<file path="src/design/wdf_pkg.sv">
// Package for the watchdog feed unit: register map, field layout,
// reset values, feed codes and prescaler figures.
// Assumes a single 40 MHz peripheral clock and a plain register port.
package wdf_pkg;

  // Register byte addresses
  localparam logic [31:0] ADDR_MODE = 32'hE000_0000;
  localparam logic [31:0] ADDR_RELOAD = 32'hE000_0004;
  localparam logic [31:0] ADDR_FEED = 32'hE000_0008;
  localparam logic [31:0] ADDR_COUNT = 32'hE000_000C;

  // Mode register bit positions
  localparam int BIT_ENABLE = 0;
  localparam int BIT_RST_EN = 1;
  localparam int BIT_TOF = 2;
  localparam int BIT_IRQ = 3;

  // Reset values and the reload floor
  localparam logic [31:0] RELOAD_RESET = 32'h0000_00FF;
  localparam logic [31:0] COUNT_RESET = 32'h0000_00FF;
  localparam logic [31:0] RELOAD_MIN = 32'h0000_00FF;

  // Feed sequence codes, written to the low byte
  localparam logic [7:0] FEED_FIRST = 8'hAA;
  localparam logic [7:0] FEED_SECOND = 8'h55;

  // Prescaler: one counter step every four clocks
  localparam int PRESCALE_DIV = 4;
  localparam logic [1:0] PRESCALE_LAST = 2'(PRESCALE_DIV - 1);

  // Clock figure
  localparam int CLOCK_PERIOD_NS = 25;

  // One register port request from the processor side
  typedef struct packed {
    logic [31:0] addr;
    logic [31:0] wdata;
    logic wr;
    logic rd;
  } wdf_bus_s;

endpackage : wdf_pkg

</file>
<file path="src/design/wdf_watchdog.sv">
// Watchdog feed unit: prescaler, 32-bit down-counter, mode, reload,
// feed and readback registers, feed checking and timeout actions.
// Assumes a master that keeps strobes one cycle long and never both at
// once; the chip reset request is fed back to us only through rst_n
// if the system wishes, since our own reset is handled internally.
//
// Notes on behaviour
// [RL1] Enable bit is set-only by software
// [RL2] Reset-on-timeout bit is set-only by software
// [RL3] Timeout flag survives watchdog reset, cleared externally
// [RL4] Interrupt flag is read-only, resets to zero
// [RL5] Software writes zeros to mode bits 7:4
// [RL6] Correct feed copies reload into counter
// [RL7] Reload register resets to 0xFF
// [RL8] Reload writes below 0xFF store 0xFF
// [RL9] Feed is 0xAA then 0x55, reload on second
// [RL10] Enable alone does not start; feed starts
// [RL11] Feed errors ignored until watchdog started
// [RL12] After 0xAA, any other access triggers
// [RL13] Feed error action in second clock after
// [RL14] Counter readback reads live count, 0xFF reset
// [RL15] Shortest timeout is 256 steps of four clocks
// [RL16] Counter decrements once per divide-by-four pulse
// [RL17] Underflow without reset mode raises interrupt
// [RL18] Underflow in reset mode resets chip, sets flag
// [RL19] Underflow or external reset clears both enables
// [RL20] Writing zero clears timeout flag; one ignored
// [RL21] Counter and prescaler hold until started
module wdf_watchdog (
  // Clock and reset
  input wire logic clock,
  input wire logic rst_n,
  // Register port
  input wire wdf_pkg::wdf_bus_s bus,
  output logic [31:0] rdata,
  // Timeout outputs
  output logic wdt_irq,
  output logic chip_reset_req
);

  // Address match helper
  function automatic logic hit(input logic [31:0] a,
                               input logic [31:0] off);
    hit = (a == off);
  endfunction

  // Register decode
  logic sel_mode; // Access to the mode register
  logic sel_reload; // Access to the reload register
  logic sel_feed; // Access to the feed register
  logic sel_count; // Access to the readback register
  logic any_acc; // Any access inside the watchdog space
  logic feed_wr_first; // Write of the first feed code
  logic feed_wr_second; // Write of the second feed code
  logic feed_ok; // Feed sequence completed this cycle
  logic bad_acc; // Wrong access while a feed is pending
  logic tick; // Prescaler output pulse
  logic uflow; // Counter steps below zero
  logic trip; // Timeout event from any cause
  logic soft_rst; // Watchdog-caused reset of the block

  // State
  logic enable_reg; // Watchdog enable, set-only
  logic rst_en_reg; // Reset-on-timeout enable, set-only
  logic tof_reg; // Timeout flag
  logic irq_reg; // Interrupt flag
  logic [31:0] reload_reg; // Reload constant
  logic [31:0] count_reg; // Down-counter
  logic [1:0] presc_reg; // Prescaler phase
  logic started_reg; // Set once a valid feed has run with enable
  logic armed_reg; // First feed code seen, second pending
  logic fault_reg; // Feed error waiting one cycle
  logic reset_req_reg; // Chip reset request pulse
  logic [31:0] rdata_reg; // Read data
  logic [31:0] reload_next; // Floored reload value

  // Decode of strobes and feed codes
  always_comb begin
    sel_mode = hit(bus.addr, wdf_pkg::ADDR_MODE);
    sel_reload = hit(bus.addr, wdf_pkg::ADDR_RELOAD);
    sel_feed = hit(bus.addr, wdf_pkg::ADDR_FEED);
    sel_count = hit(bus.addr, wdf_pkg::ADDR_COUNT);
    any_acc = (bus.wr || bus.rd) &&
              (sel_mode || sel_reload || sel_feed || sel_count);
    feed_wr_first = bus.wr && sel_feed &&
                    (bus.wdata[7:0] == wdf_pkg::FEED_FIRST);
    feed_wr_second = bus.wr && sel_feed &&
                     (bus.wdata[7:0] == wdf_pkg::FEED_SECOND);
    feed_ok = armed_reg && feed_wr_second; // RL9
    bad_acc = armed_reg && any_acc && !feed_wr_second; // RL12
  end

  // Timeout detection
  always_comb begin
    tick = started_reg && (presc_reg == wdf_pkg::PRESCALE_LAST); // RL16
    uflow = tick && (count_reg == 32'h0000_0000) && !feed_ok;
    trip = uflow || fault_reg;
    soft_rst = reset_req_reg;
  end

  // Reload floor: a small constant is raised to the minimum
  always_comb begin
    if (bus.wdata < wdf_pkg::RELOAD_MIN) begin // RL8
      reload_next = wdf_pkg::RELOAD_MIN;
    end else begin
      reload_next = bus.wdata;
    end
  end

  // Enable bit: software sets, timeout or reset clears
  always_ff @(posedge clock) begin
    if (!rst_n || soft_rst) begin
      enable_reg <= 1'b0;
    end else if (trip) begin
      enable_reg <= 1'b0; // RL19
    end else if (bus.wr && sel_mode && bus.wdata[wdf_pkg::BIT_ENABLE]) begin
      enable_reg <= 1'b1; // RL1
    end
  end

  // Reset-on-timeout bit: same set-only scheme
  always_ff @(posedge clock) begin
    if (!rst_n || soft_rst) begin
      rst_en_reg <= 1'b0;
    end else if (trip) begin
      rst_en_reg <= 1'b0; // RL19
    end else if (bus.wr && sel_mode && bus.wdata[wdf_pkg::BIT_RST_EN]) begin
      rst_en_reg <= 1'b1; // RL2
    end
  end

  // Timeout flag: only the external reset and software clear it
  always_ff @(posedge clock) begin
    if (!rst_n) begin
      tof_reg <= 1'b0; // RL3
    end else if (trip && rst_en_reg) begin
      tof_reg <= 1'b1; // RL18
    end else if (bus.wr && sel_mode && !bus.wdata[wdf_pkg::BIT_TOF]) begin
      tof_reg <= 1'b0; // RL20
    end
  end

  // Interrupt flag: hardware sets it, any reset clears it
  always_ff @(posedge clock) begin
    if (!rst_n || soft_rst) begin
      irq_reg <= 1'b0; // RL4
    end else if (trip && !rst_en_reg) begin
      irq_reg <= 1'b1; // RL17
    end
  end

  // Reload constant register
  always_ff @(posedge clock) begin
    if (!rst_n || soft_rst) begin
      reload_reg <= wdf_pkg::RELOAD_RESET; // RL7
    end else if (bus.wr && sel_reload) begin
      reload_reg <= reload_next; // RL8
    end
  end

  // Feed tracking: arm on the first code, any access disarms
  always_ff @(posedge clock) begin
    if (!rst_n || soft_rst) begin
      armed_reg <= 1'b0;
    end else if (any_acc) begin
      armed_reg <= feed_wr_first; // RL9
    end
  end

  // Start: first complete feed while enabled
  always_ff @(posedge clock) begin
    if (!rst_n || soft_rst) begin
      started_reg <= 1'b0;
    end else if (trip) begin
      started_reg <= 1'b0;
    end else if (feed_ok && enable_reg) begin
      started_reg <= 1'b1; // RL10
    end
  end

  // Feed error is held one cycle so the action lands in the second
  always_ff @(posedge clock) begin
    if (!rst_n || soft_rst) begin
      fault_reg <= 1'b0;
    end else begin
      fault_reg <= bad_acc && started_reg; // RL11 RL13
    end
  end

  // Prescaler: runs only while started, restarts on feed
  always_ff @(posedge clock) begin
    if (!rst_n || soft_rst) begin
      presc_reg <= 2'h0;
    end else if (feed_ok || !started_reg) begin
      presc_reg <= 2'h0; // RL21
    end else begin
      presc_reg <= presc_reg + 2'h1; // RL16
    end
  end

  // Down-counter: reload on feed, step on tick, hold at zero
  always_ff @(posedge clock) begin
    if (!rst_n || soft_rst) begin
      count_reg <= wdf_pkg::COUNT_RESET; // RL14
    end else if (feed_ok) begin
      count_reg <= reload_reg; // RL6
    end else if (tick && (count_reg != 32'h0000_0000)) begin
      count_reg <= count_reg - 32'h0000_0001; // RL15 RL16
    end
  end

  // Chip reset request, one cycle per trip in reset mode
  always_ff @(posedge clock) begin
    if (!rst_n || soft_rst) begin
      reset_req_reg <= 1'b0;
    end else begin
      reset_req_reg <= trip && rst_en_reg; // RL18
    end
  end

  // Read data, valid in the cycle after the read strobe
  always_ff @(posedge clock) begin
    if (!rst_n) begin
      rdata_reg <= 32'h0000_0000;
    end else if (bus.rd) begin
      if (sel_mode) begin
        rdata_reg <= {28'h0000000, irq_reg, tof_reg, rst_en_reg,
                      enable_reg}; // RL5
      end else if (sel_reload) begin
        rdata_reg <= reload_reg;
      end else if (sel_count) begin
        rdata_reg <= count_reg; // RL14
      end else begin
        rdata_reg <= 32'h0000_0000; // Feed and unmapped read zero
      end
    end else begin
      rdata_reg <= 32'h0000_0000;
    end
  end

  // Outputs straight from flip-flops
  assign rdata = rdata_reg;
  assign wdt_irq = irq_reg;
  assign chip_reset_req = reset_req_reg;

  // Checks on the guarded behaviour
  a_enable_sticky: assert property ( // RL1
    @(posedge clock) disable iff (!rst_n)
    enable_reg && !trip && !soft_rst |=> enable_reg)
    else $error("enable bit lost without timeout");

  a_rst_en_sticky: assert property ( // RL2
    @(posedge clock) disable iff (!rst_n)
    rst_en_reg && !trip && !soft_rst |=> rst_en_reg)
    else $error("reset enable lost without timeout");

  a_tof_survives: assert property ( // RL3
    @(posedge clock) disable iff (!rst_n)
    soft_rst && tof_reg && !(bus.wr && sel_mode) |=> tof_reg)
    else $error("timeout flag cleared by own reset");

  a_tof_set_cause: assert property ( // RL3
    @(posedge clock) disable iff (!rst_n)
    !tof_reg && !(trip && rst_en_reg) |=> !tof_reg)
    else $error("timeout flag set outside reset mode");

  a_irq_sticky: assert property ( // RL4
    @(posedge clock) disable iff (!rst_n)
    irq_reg && !soft_rst |=> irq_reg)
    else $error("interrupt flag lost without reset");

  a_irq_on_uflow: assert property ( // RL17
    @(posedge clock) disable iff (!rst_n)
    uflow && !rst_en_reg |=> irq_reg && !reset_req_reg)
    else $error("underflow did not raise interrupt");

  a_reset_on_uflow: assert property ( // RL18
    @(posedge clock) disable iff (!rst_n)
    uflow && rst_en_reg |=> reset_req_reg && tof_reg
      ##1 !enable_reg && count_reg == wdf_pkg::COUNT_RESET)
    else $error("underflow did not reset chip");

  a_reset_pulse: assert property ( // RL18
    @(posedge clock) disable iff (!rst_n)
    reset_req_reg |=> !reset_req_reg)
    else $error("chip reset request longer than one cycle");

  a_enables_clear: assert property ( // RL19
    @(posedge clock) disable iff (!rst_n)
    trip |=> !enable_reg && !rst_en_reg && !started_reg)
    else $error("timeout left enables set");

  a_reload_floor: assert property ( // RL8
    @(posedge clock) disable iff (!rst_n)
    bus.wr && sel_reload && !soft_rst |=>
      reload_reg == (($past(bus.wdata) < 32'h0000_00FF) ?
                     32'h0000_00FF : $past(bus.wdata)))
    else $error("reload floor not applied");

  a_reload_hold: assert property ( // RL7
    @(posedge clock) disable iff (!rst_n)
    !(bus.wr && sel_reload) && !soft_rst |=> $stable(reload_reg))
    else $error("reload constant moved without a write");

  a_feed_reload: assert property ( // RL6
    @(posedge clock) disable iff (!rst_n)
    armed_reg && feed_wr_second && !soft_rst |=>
      count_reg == $past(reload_reg) && presc_reg == 2'h0)
    else $error("feed did not reload counter");

  a_feed_fault_lat: assert property ( // RL13
    @(posedge clock) disable iff (!rst_n)
    bad_acc && started_reg && !trip && !soft_rst |=>
      !reset_req_reg && !$rose(irq_reg) ##1 (reset_req_reg || irq_reg))
    else $error("feed error action not in second clock");

  a_no_fault_early: assert property ( // RL11
    @(posedge clock) disable iff (!rst_n)
    bad_acc && !started_reg |=> !fault_reg)
    else $error("feed error acted before start");

  a_hold_idle: assert property ( // RL21
    @(posedge clock) disable iff (!rst_n)
    !started_reg && !feed_ok && !soft_rst |=>
      $stable(count_reg) && presc_reg == 2'h0)
    else $error("counter moved before start");

  a_step_hold: assert property ( // RL16
    @(posedge clock) disable iff (!rst_n)
    started_reg && !feed_ok && !soft_rst &&
      presc_reg != wdf_pkg::PRESCALE_LAST |=> $stable(count_reg))
    else $error("counter moved between prescaler pulses");

  a_step_spacing: assert property ( // RL15
    @(posedge clock) disable iff (!rst_n)
    started_reg && !feed_ok && !soft_rst &&
      presc_reg == wdf_pkg::PRESCALE_LAST && count_reg != 32'h0000_0000
      |=> count_reg == $past(count_reg) - 32'h0000_0001)
    else $error("counter did not step on prescaler pulse");

  a_presc_step: assert property ( // RL16
    @(posedge clock) disable iff (!rst_n)
    started_reg && !feed_ok && !soft_rst |=>
      presc_reg == $past(presc_reg) + 2'h1)
    else $error("prescaler did not advance by one");

  a_start_feed: assert property ( // RL10
    @(posedge clock) disable iff (!rst_n)
    enable_reg && !started_reg && !feed_ok |=> !started_reg)
    else $error("started without a feed");

  a_readback: assert property ( // RL14
    @(posedge clock) disable iff (!rst_n)
    bus.rd && sel_count |=> rdata == $past(count_reg))
    else $error("readback differs from counter");

endmodule // wdf_watchdog

</file>
<file path="config.mk">
export PLATFORM = sky130hd
export DESIGN_NAME = wdf_watchdog
export DESIGN_NICKNAME = d
export VERILOG_FILES = /design/src/design/wdf_pkg.sv /design/src/design/wdf_watchdog.sv
export SDC_FILE = /design/constraint.sdc
export NUM_CORES = 1
export LEC_CHECK = 0
export BUFFER_PORTS_ARGS = -buffer_cell sky130_fd_sc_hd__buf_2
export CORE_MARGIN = 1.5
export CORE_UTILIZATION = 43
export DETAILED_ROUTE_END_ITERATION = 8
export PLACE_DENSITY = 0.65
export SKIP_CTS_REPAIR_TIMING = 1
export SLEW_MARGIN = 25
export SYNTH_ARGS = -nofsm -noshare
export SYNTH_HDL_FRONTEND = slang
export SYNTH_SLANG_ARGS = --single-unit
</file>
<file path="constraint.sdc">
create_clock -name clock -period 6.4 [get_ports clock]
set_input_delay 0.32 -clock clock [delete_from_list [all_inputs] [get_ports clock]]
set_output_delay 0.32 -clock clock [all_outputs]
set_load 0.005 [all_outputs]
</file>
==> out/metrics.csv, run 1 <==
metric;value;unit
outcome;completed;
syn_avg_cell_area;8.20;um^2
numCtsBuffers;9;
overflow;0;
syn-num-nets;651;
drive_gt1_share;21.0;%
rsz0062_at_grt;false;
finalSetupViolCount;0;
r2r_cells;6;
yosysWarnings;0;
drv_cap;0;
syn_inst;580;
finalInstanceArea;5530;um^2
yosys-top-cells-area;dfxtp_1 (45%), nor2_1 (5.8%), nand3_1 (5.5%);
num-fill-cells;1048;
wl_per_cell;16.0;um
synth_top_cell_area_share;44.6;%
die_y;108;um
vias_per_cell;5.69;
slew_viol_final;0;
async_flop_share;0;%
synth.most_common_cell;dfxtp_1;
ir_drop;89.8;uV
cp_max_fo;15;
ant_nets;0;
synth-seq-cells;106;
grt_pass1_wl;20900;um
vias;4562;
synth-edff-count;0;
hold_class;in2reg;
die_w;108;um
syn_area;4750;um^2
drc;0;
syn2layout_area_growth;16.4;%
cellPowerDensity;203;nW/um^2
start_util;44.0;%
crit_path_start;count_reg[12]$_SDFFE_PP0P_;
antennaDiodeCount;0;
rrSetupSlack;3.72;ns
grt_start_max_net_pins;48;
clk_pin_slew_worst_paths;0.11;ns
cp.required;6.64;ns
p_leak;2.17;nW
power.switching;0.280;mW
seqPwrFrac;58.7;%
finClkSkew;0.00999;ns
min_period_over_period;41.9;%
crit_end;count_reg[3]$_SDFFE_PP1P_;
min_period;2.68;ns
fmax;373;MHz
place_congestion;0.902;
grt_pass1_vias;4249;
yosys-top-cells-count;dfxtp_1 (106), nor2_1 (73), nand3_1 (52);
first_pass_iters;5;
timing.rr.end;count_reg[3]$_SDFFE_PP1P_;
seqCellArea;2120;um^2
yosysSeqAreaShare;44.6;%
fin_setup_tns;0;ns
die_area;11700;um^2
worstMarginPinSlew;0.868;ns
clkPwrFrac;36.5;%
synth_cell_types;51;
drt_iter0_drc;258;
combPwrFrac;4.8;%
place_area;5330;um^2
slew-limit-headroom;42.0;%
p_int;0.843;mW
multiInputGateArea;2450;um^2
nNetsFinal;728;
cts_tree;done;
track_usage;22.7;%
io_buffers;101;
wirelength;12800;um
switching_share;25.0;%
worstReg2RegStart;count_reg[12]$_SDFFE_PP0P_;
cp.arrival;2.92;ns
cp-start-kind;register;
path_class;reg2reg;
clk_path_buf_depth;2;
rows;38;
clk_latency;0.37;ns
place_hpwl;9130;um
ys.flop_type;dfxtp_1;
grt_antenna_before_repair;0;
final-hold-violation-count;0;
root_buffer;clkbuf_8;
cts_max_level;3;
io_pins;102;
core-area;10800;um^2
yosysTopAreaCell;dfxtp_1;
cts.sinks;106;
crit_path_end_kind;register;
-- how the worst min path moves through the flow --
stage / from / end / slack [ns] / depth (start not counted)
after floorplan: presc_reg[0]$_SDFF_PP0_ / presc_reg[0]$_SDFF_PP0_ / 0.41 / 1
after global placement: presc_reg[0]$_SDFF_PP0_ / presc_reg[0]$_SDFF_PP0_ / 0.42 / 1
after detailed placement: presc_reg[0]$_SDFF_PP0_ / presc_reg[0]$_SDFF_PP0_ / 0.43 / 1
after CTS: bus[24] / reload_reg[22]$_SDFFE_PP0P_ / 0.16 / 3
after global routing: bus[21] / reload_reg[19]$_SDFFE_PP0P_ / 0.16 / 3
final: bus[21] / reload_reg[19]$_SDFFE_PP0P_ / 0.17 / 3
-- kinds of logic (layout without fill, tap and decap cells) --
logic type / after synthesis / count (layout) / share of synthesized area, %
AOI/OAI and AO/OA: 123 / 123 / 16.3
xor gates and xnor gates: 19 / 19 / 3.50
adders and majority gates: 3 / 3 / 0.790
buffers and inverters: 52 / 134 / 4.32
DFF: 106 / 106 / 44.6
muxes: 4 / 4 / 0.842
and+or+nand+nor: 273 / 273 / 29.6
-- worst max-delay path, stage by stage, from the launching register on --
cell and delay [ns]:
dfxtp_1 0.39, nor4_1 0.61, and3_1 0.54, and4_1 0.58, nor3_1 0.11, nor3_1 0.22
o21ai_1 0.09
-- per-layer routing --
layer  vias up  GRT usage, %  wire (um)
met5         -             0          0
met4         0          8.46        218
met3        24          2.89        761
met2       153          36.6       6020
met1      2120          30.9       5810
li1       2265             -          -
-- per-stage QoR --
| stage | power, mW | hold WS (ns) | setup slack, ns | std cells | utilization [%] |
|---|---|---|---|---|---|
| 2_1_floorplan | 0.696 | 0.408 | 4.07 | 580 | - |
| 3_3_place_gp | 0.727 | 0.419 | 3.41 | 786 | 49.3 |
| 3_5_place_dp | 0.728 | 0.432 | 3.33 | 786 | 49.4 |
| 4_1_cts | 1.13 | 0.156 | 3.55 | 802 | 51.2 |
| 5_1_grt | 1.16 | 0.157 | 3.44 | 802 | 51.3 |
| 6_report | 1.12 | 0.169 | 3.72 | 802 | 51.3 |
-- power by group through the flow --
stage	sequential (mW)	clock (mW)	combinational (mW)
5_1_grt	0.659	0.439	0.0599
6_report	0.659	0.409	0.0545
3_5_place_dp	0.674	0	0.0539
2_1_floorplan	0.674	0	0.0216
3_3_place_gp	0.674	0	0.0530
4_1_cts	0.659	0.417	0.0541
-- placed cells by master (no fill, tap or decap), drive strengths merged, types with 27 or more instances in the layout --
cell type,Yosys,routed
nand2,39,39
nor2,73,73
nor4,30,30
o21ai,34,34
dfxtp,106,106
a22oi,28,28
nor3,27,27
nand3,53,53
buf,7,107
a21oi,30,30
-- final cells by class --
| cell class | instances | share of cell area, % |
|---|---|---|
| Tap cell | 140 | 3.17 |
| Timing Repair Buffer | 107 | 9.95 |
| Inverter | 11 | 0.746 |
| Clock buffer | 10 | 2.49 |
| Multi-Input combinational cell | 422 | 44.3 |
| Clock inverter | 6 | 1.02 |
| Sequential cell | 106 | 38.3 |
(Power assumes the default switching activity.)
==> inputs of run 2 (changes only) <==
==> constraint.sdc (replaced) <==
create_clock -name clock -period 2.49 [get_ports clock]
set_input_delay 0.1245 -clock clock [delete_from_list [all_inputs] [get_ports clock]]
set_output_delay 0.1245 -clock clock [all_outputs]
set_load 0.005 [all_outputs]
==> run 2 against run 1 <==
Effect of this change: critical endpoint is now count_reg[31]$_SDFFE_PP0P_; highest routed layer unchanged; die area is the same; first-iteration DRC count grew 5.4%; power grew 150%; largest cell class unchanged; the flow now finishes with violations (hold timing).
==> out/metrics.csv, run 2 (synthesis results as in run 1) <==
metric;value;unit;change
outcome;complete, but fails checks;;was completed
violations;hold timing;;
io_buffers;101;;unchanged
rows;38;;unchanged
grt_antenna_before_repair;0;;unchanged
final-hold-violation-count;3;;was 0
track_usage;22.8;%;was 22.7%
fin_setup_tns;0;ns;unchanged
place_hpwl;9210;um;was 9130 um
core-area;10800;um^2;unchanged
die_y;108;um;unchanged
min_to;reload_reg[31]$_SDFFE_PP0P_;;was reload_reg[19]$_SDFFE_PP0P_
die_area;11700;um^2;unchanged
p_leak;2.30;nW;was 2.17 nW
cp_max_fo;8;;was 15
slew-limit-headroom;68.4;%;was 42.0%
whs;-0.0226;ns;was 0.169 ns
grt_pass1_vias;4294;;was 4,249
r2r_cells;7;;was 6
fmax;424;MHz;was 373 MHz
cellPowerDensity;484;nW/um^2;was 203 nW/um^2
fin_ws;0.133;ns;was 3.72 ns
place_congestion;0.837;;was 0.902
drive_gt1_share;22.1;%;was 21.0%
total_power;2.79;mW;was 1.12 mW
finalSetupViolCount;0;;unchanged
nNetsFinal;759;;was 728
holdPathStages;3;;unchanged
timing.rr.end;count_reg[31]$_SDFFE_PP0P_;;was count_reg[3]$_SDFFE_PP1P_
io_pins;102;;unchanged
hold_class;in2reg;;unchanged
ir_drop;255;uV;was 89.8 uV
final_cell_mix;dfxtp_1 (105), buf_2 (101), nor2_1 (73);;was dfxtp_1 (106), buf_2 (101), nor2_1 (73)
worstReg2RegStart;count_reg[2]$_SDFFE_PP1P_;;was count_reg[12]$_SDFFE_PP0P_
min_period_over_period;94.7;%;was 41.9%
start_util;44.0;%;unchanged
cts.sinks;106;;unchanged
clk_latency;0.37;ns;about the same
cp-start-kind;register;;unchanged
die_w;108;um;unchanged
grt_start_max_net_pins;48;;unchanged
finClkSkew;0.0126;ns;was 0.00999 ns
overflow;0;;unchanged
wl_per_cell;15.8;um;was 16.0 um
crit_path_end_kind;register;;unchanged
min_period;2.36;ns;was 2.68 ns
drt_iter0_drc;272;;was 258
drc;0;;unchanged
place_ws;0.110;ns;was 3.33 ns
syn2layout_area_growth;21.1;%;was 16.4%
layout_commonest_cell;dfxtp_1;;unchanged
multiInputGateArea;2440;um^2;was 2450 um^2
numCtsBuffers;9;;unchanged
wirelength;13200;um;was 12,800 um
root_buffer;clkbuf_8;;unchanged
worstMarginPinSlew;0.470;ns;was 0.868 ns
crit_path_start;count_reg[2]$_SDFFE_PP1P_;;was count_reg[12]$_SDFFE_PP0P_
antennaDiodeCount;0;;unchanged
ant_nets;0;;unchanged
grt_pass1_wl;20900;um;about the same
vias;4642;;was 4,562
vias_per_cell;5.58;;was 5.69
rrSetupSlack;0.13;ns;was 3.72 ns
cts_tree;done;;unchanged
seqCellArea;2120;um^2;about the same
clk_pin_slew_worst_paths;0.10;ns;was 0.11 ns
clk_path_buf_depth;2;;unchanged
first_pass_iters;5;;unchanged
cts_max_level;3;;unchanged
cp.arrival;2.66;ns;was 2.92 ns
slew_viol_final;0;;unchanged
path_class;reg2reg;;unchanged
holdCritStartpoint;bus[33];;was bus[21]
num-fill-cells;1013;;was 1,048
cp.required;2.79;ns;was 6.64 ns
drv_cap;0;;unchanged
==> run 2: cell count changes in the layout (fill, tap and decap cells not counted), moves of 2 or more <==
| cell | change |
|---|---|
| clkinv_2 | +3 |
| inv_6 | -2 |
| inv_8 | -2 |
| buf_4 | +18 |
| dlygate4sd3_1 | +13 |
==> run 2: through the flow <==
step / util, % / cells / area [um^2]
final: 53.4 / 832 / 5760
after global routing: 53.4 / 832 / 5760
after CTS: 51.9 / 817 / 5600
after detailed placement: 50.4 / 802 / 5440
after global placement: 50.4 / 802 / 5440
after floorplan: - / 580 / 4750
==> run 2: worst max path at each step <==
| stage | cells after the start | endpoint | slack (ns) |
|---|---|---|---|
| after floorplan | 7 | count_reg[31]$_SDFFE_PP0P_ | 0.16 |
| after global placement | 6 | count_reg[19]$_SDFFE_PP0P_ | 0.14 |
| after detailed placement | 6 | count_reg[19]$_SDFFE_PP0P_ | 0.11 |
| after CTS | 8 | count_reg[22]$_SDFFE_PP0P_ | 0.09 |
| after global routing | 8 | count_reg[6]$_SDFFE_PP1P_ | -0.01 |
| final | 7 | count_reg[31]$_SDFFE_PP0P_ | 0.13 |
==> run 2: power by group <==
group	internal (mW)	switching (mW)	leakage, nW	total, mW
combinational	0.0713	0.0879	1.36	0.159
sequential	1.69	0.0000000000989	0.853	1.69
clock	0.357	0.575	0.0859	0.933
total	2.12	0.663	2.30	2.79
==> run 2: critical path, stage by stage (launching register included) <==
cell      delay [ns]
dfxtp_1         0.39
or4_1           0.58
nor4_4          0.29
buf_4           0.18
nand3_2         0.09
or3b_1          0.41
xor2_1          0.16
a211oi_2        0.21
==> run 2: per-layer routing <==
metal	share of wire, %	GRT usage, %
met5	0	0
met4	1.8	7.80
met3	6.3	4.16
met2	47	36.9
met1	45	30.6
==> run 2: cell type report <==
type / count / area share [%]
clock buffers: 10 / 2.22
clock inverters: 5 / 0.565
inverters: 11 / 0.717
multi-input cells: 422 / 42.4
flip-flops and latches: 106 / 36.9
well taps: 140 / 3.04
repair buffers: 138 / 14.2
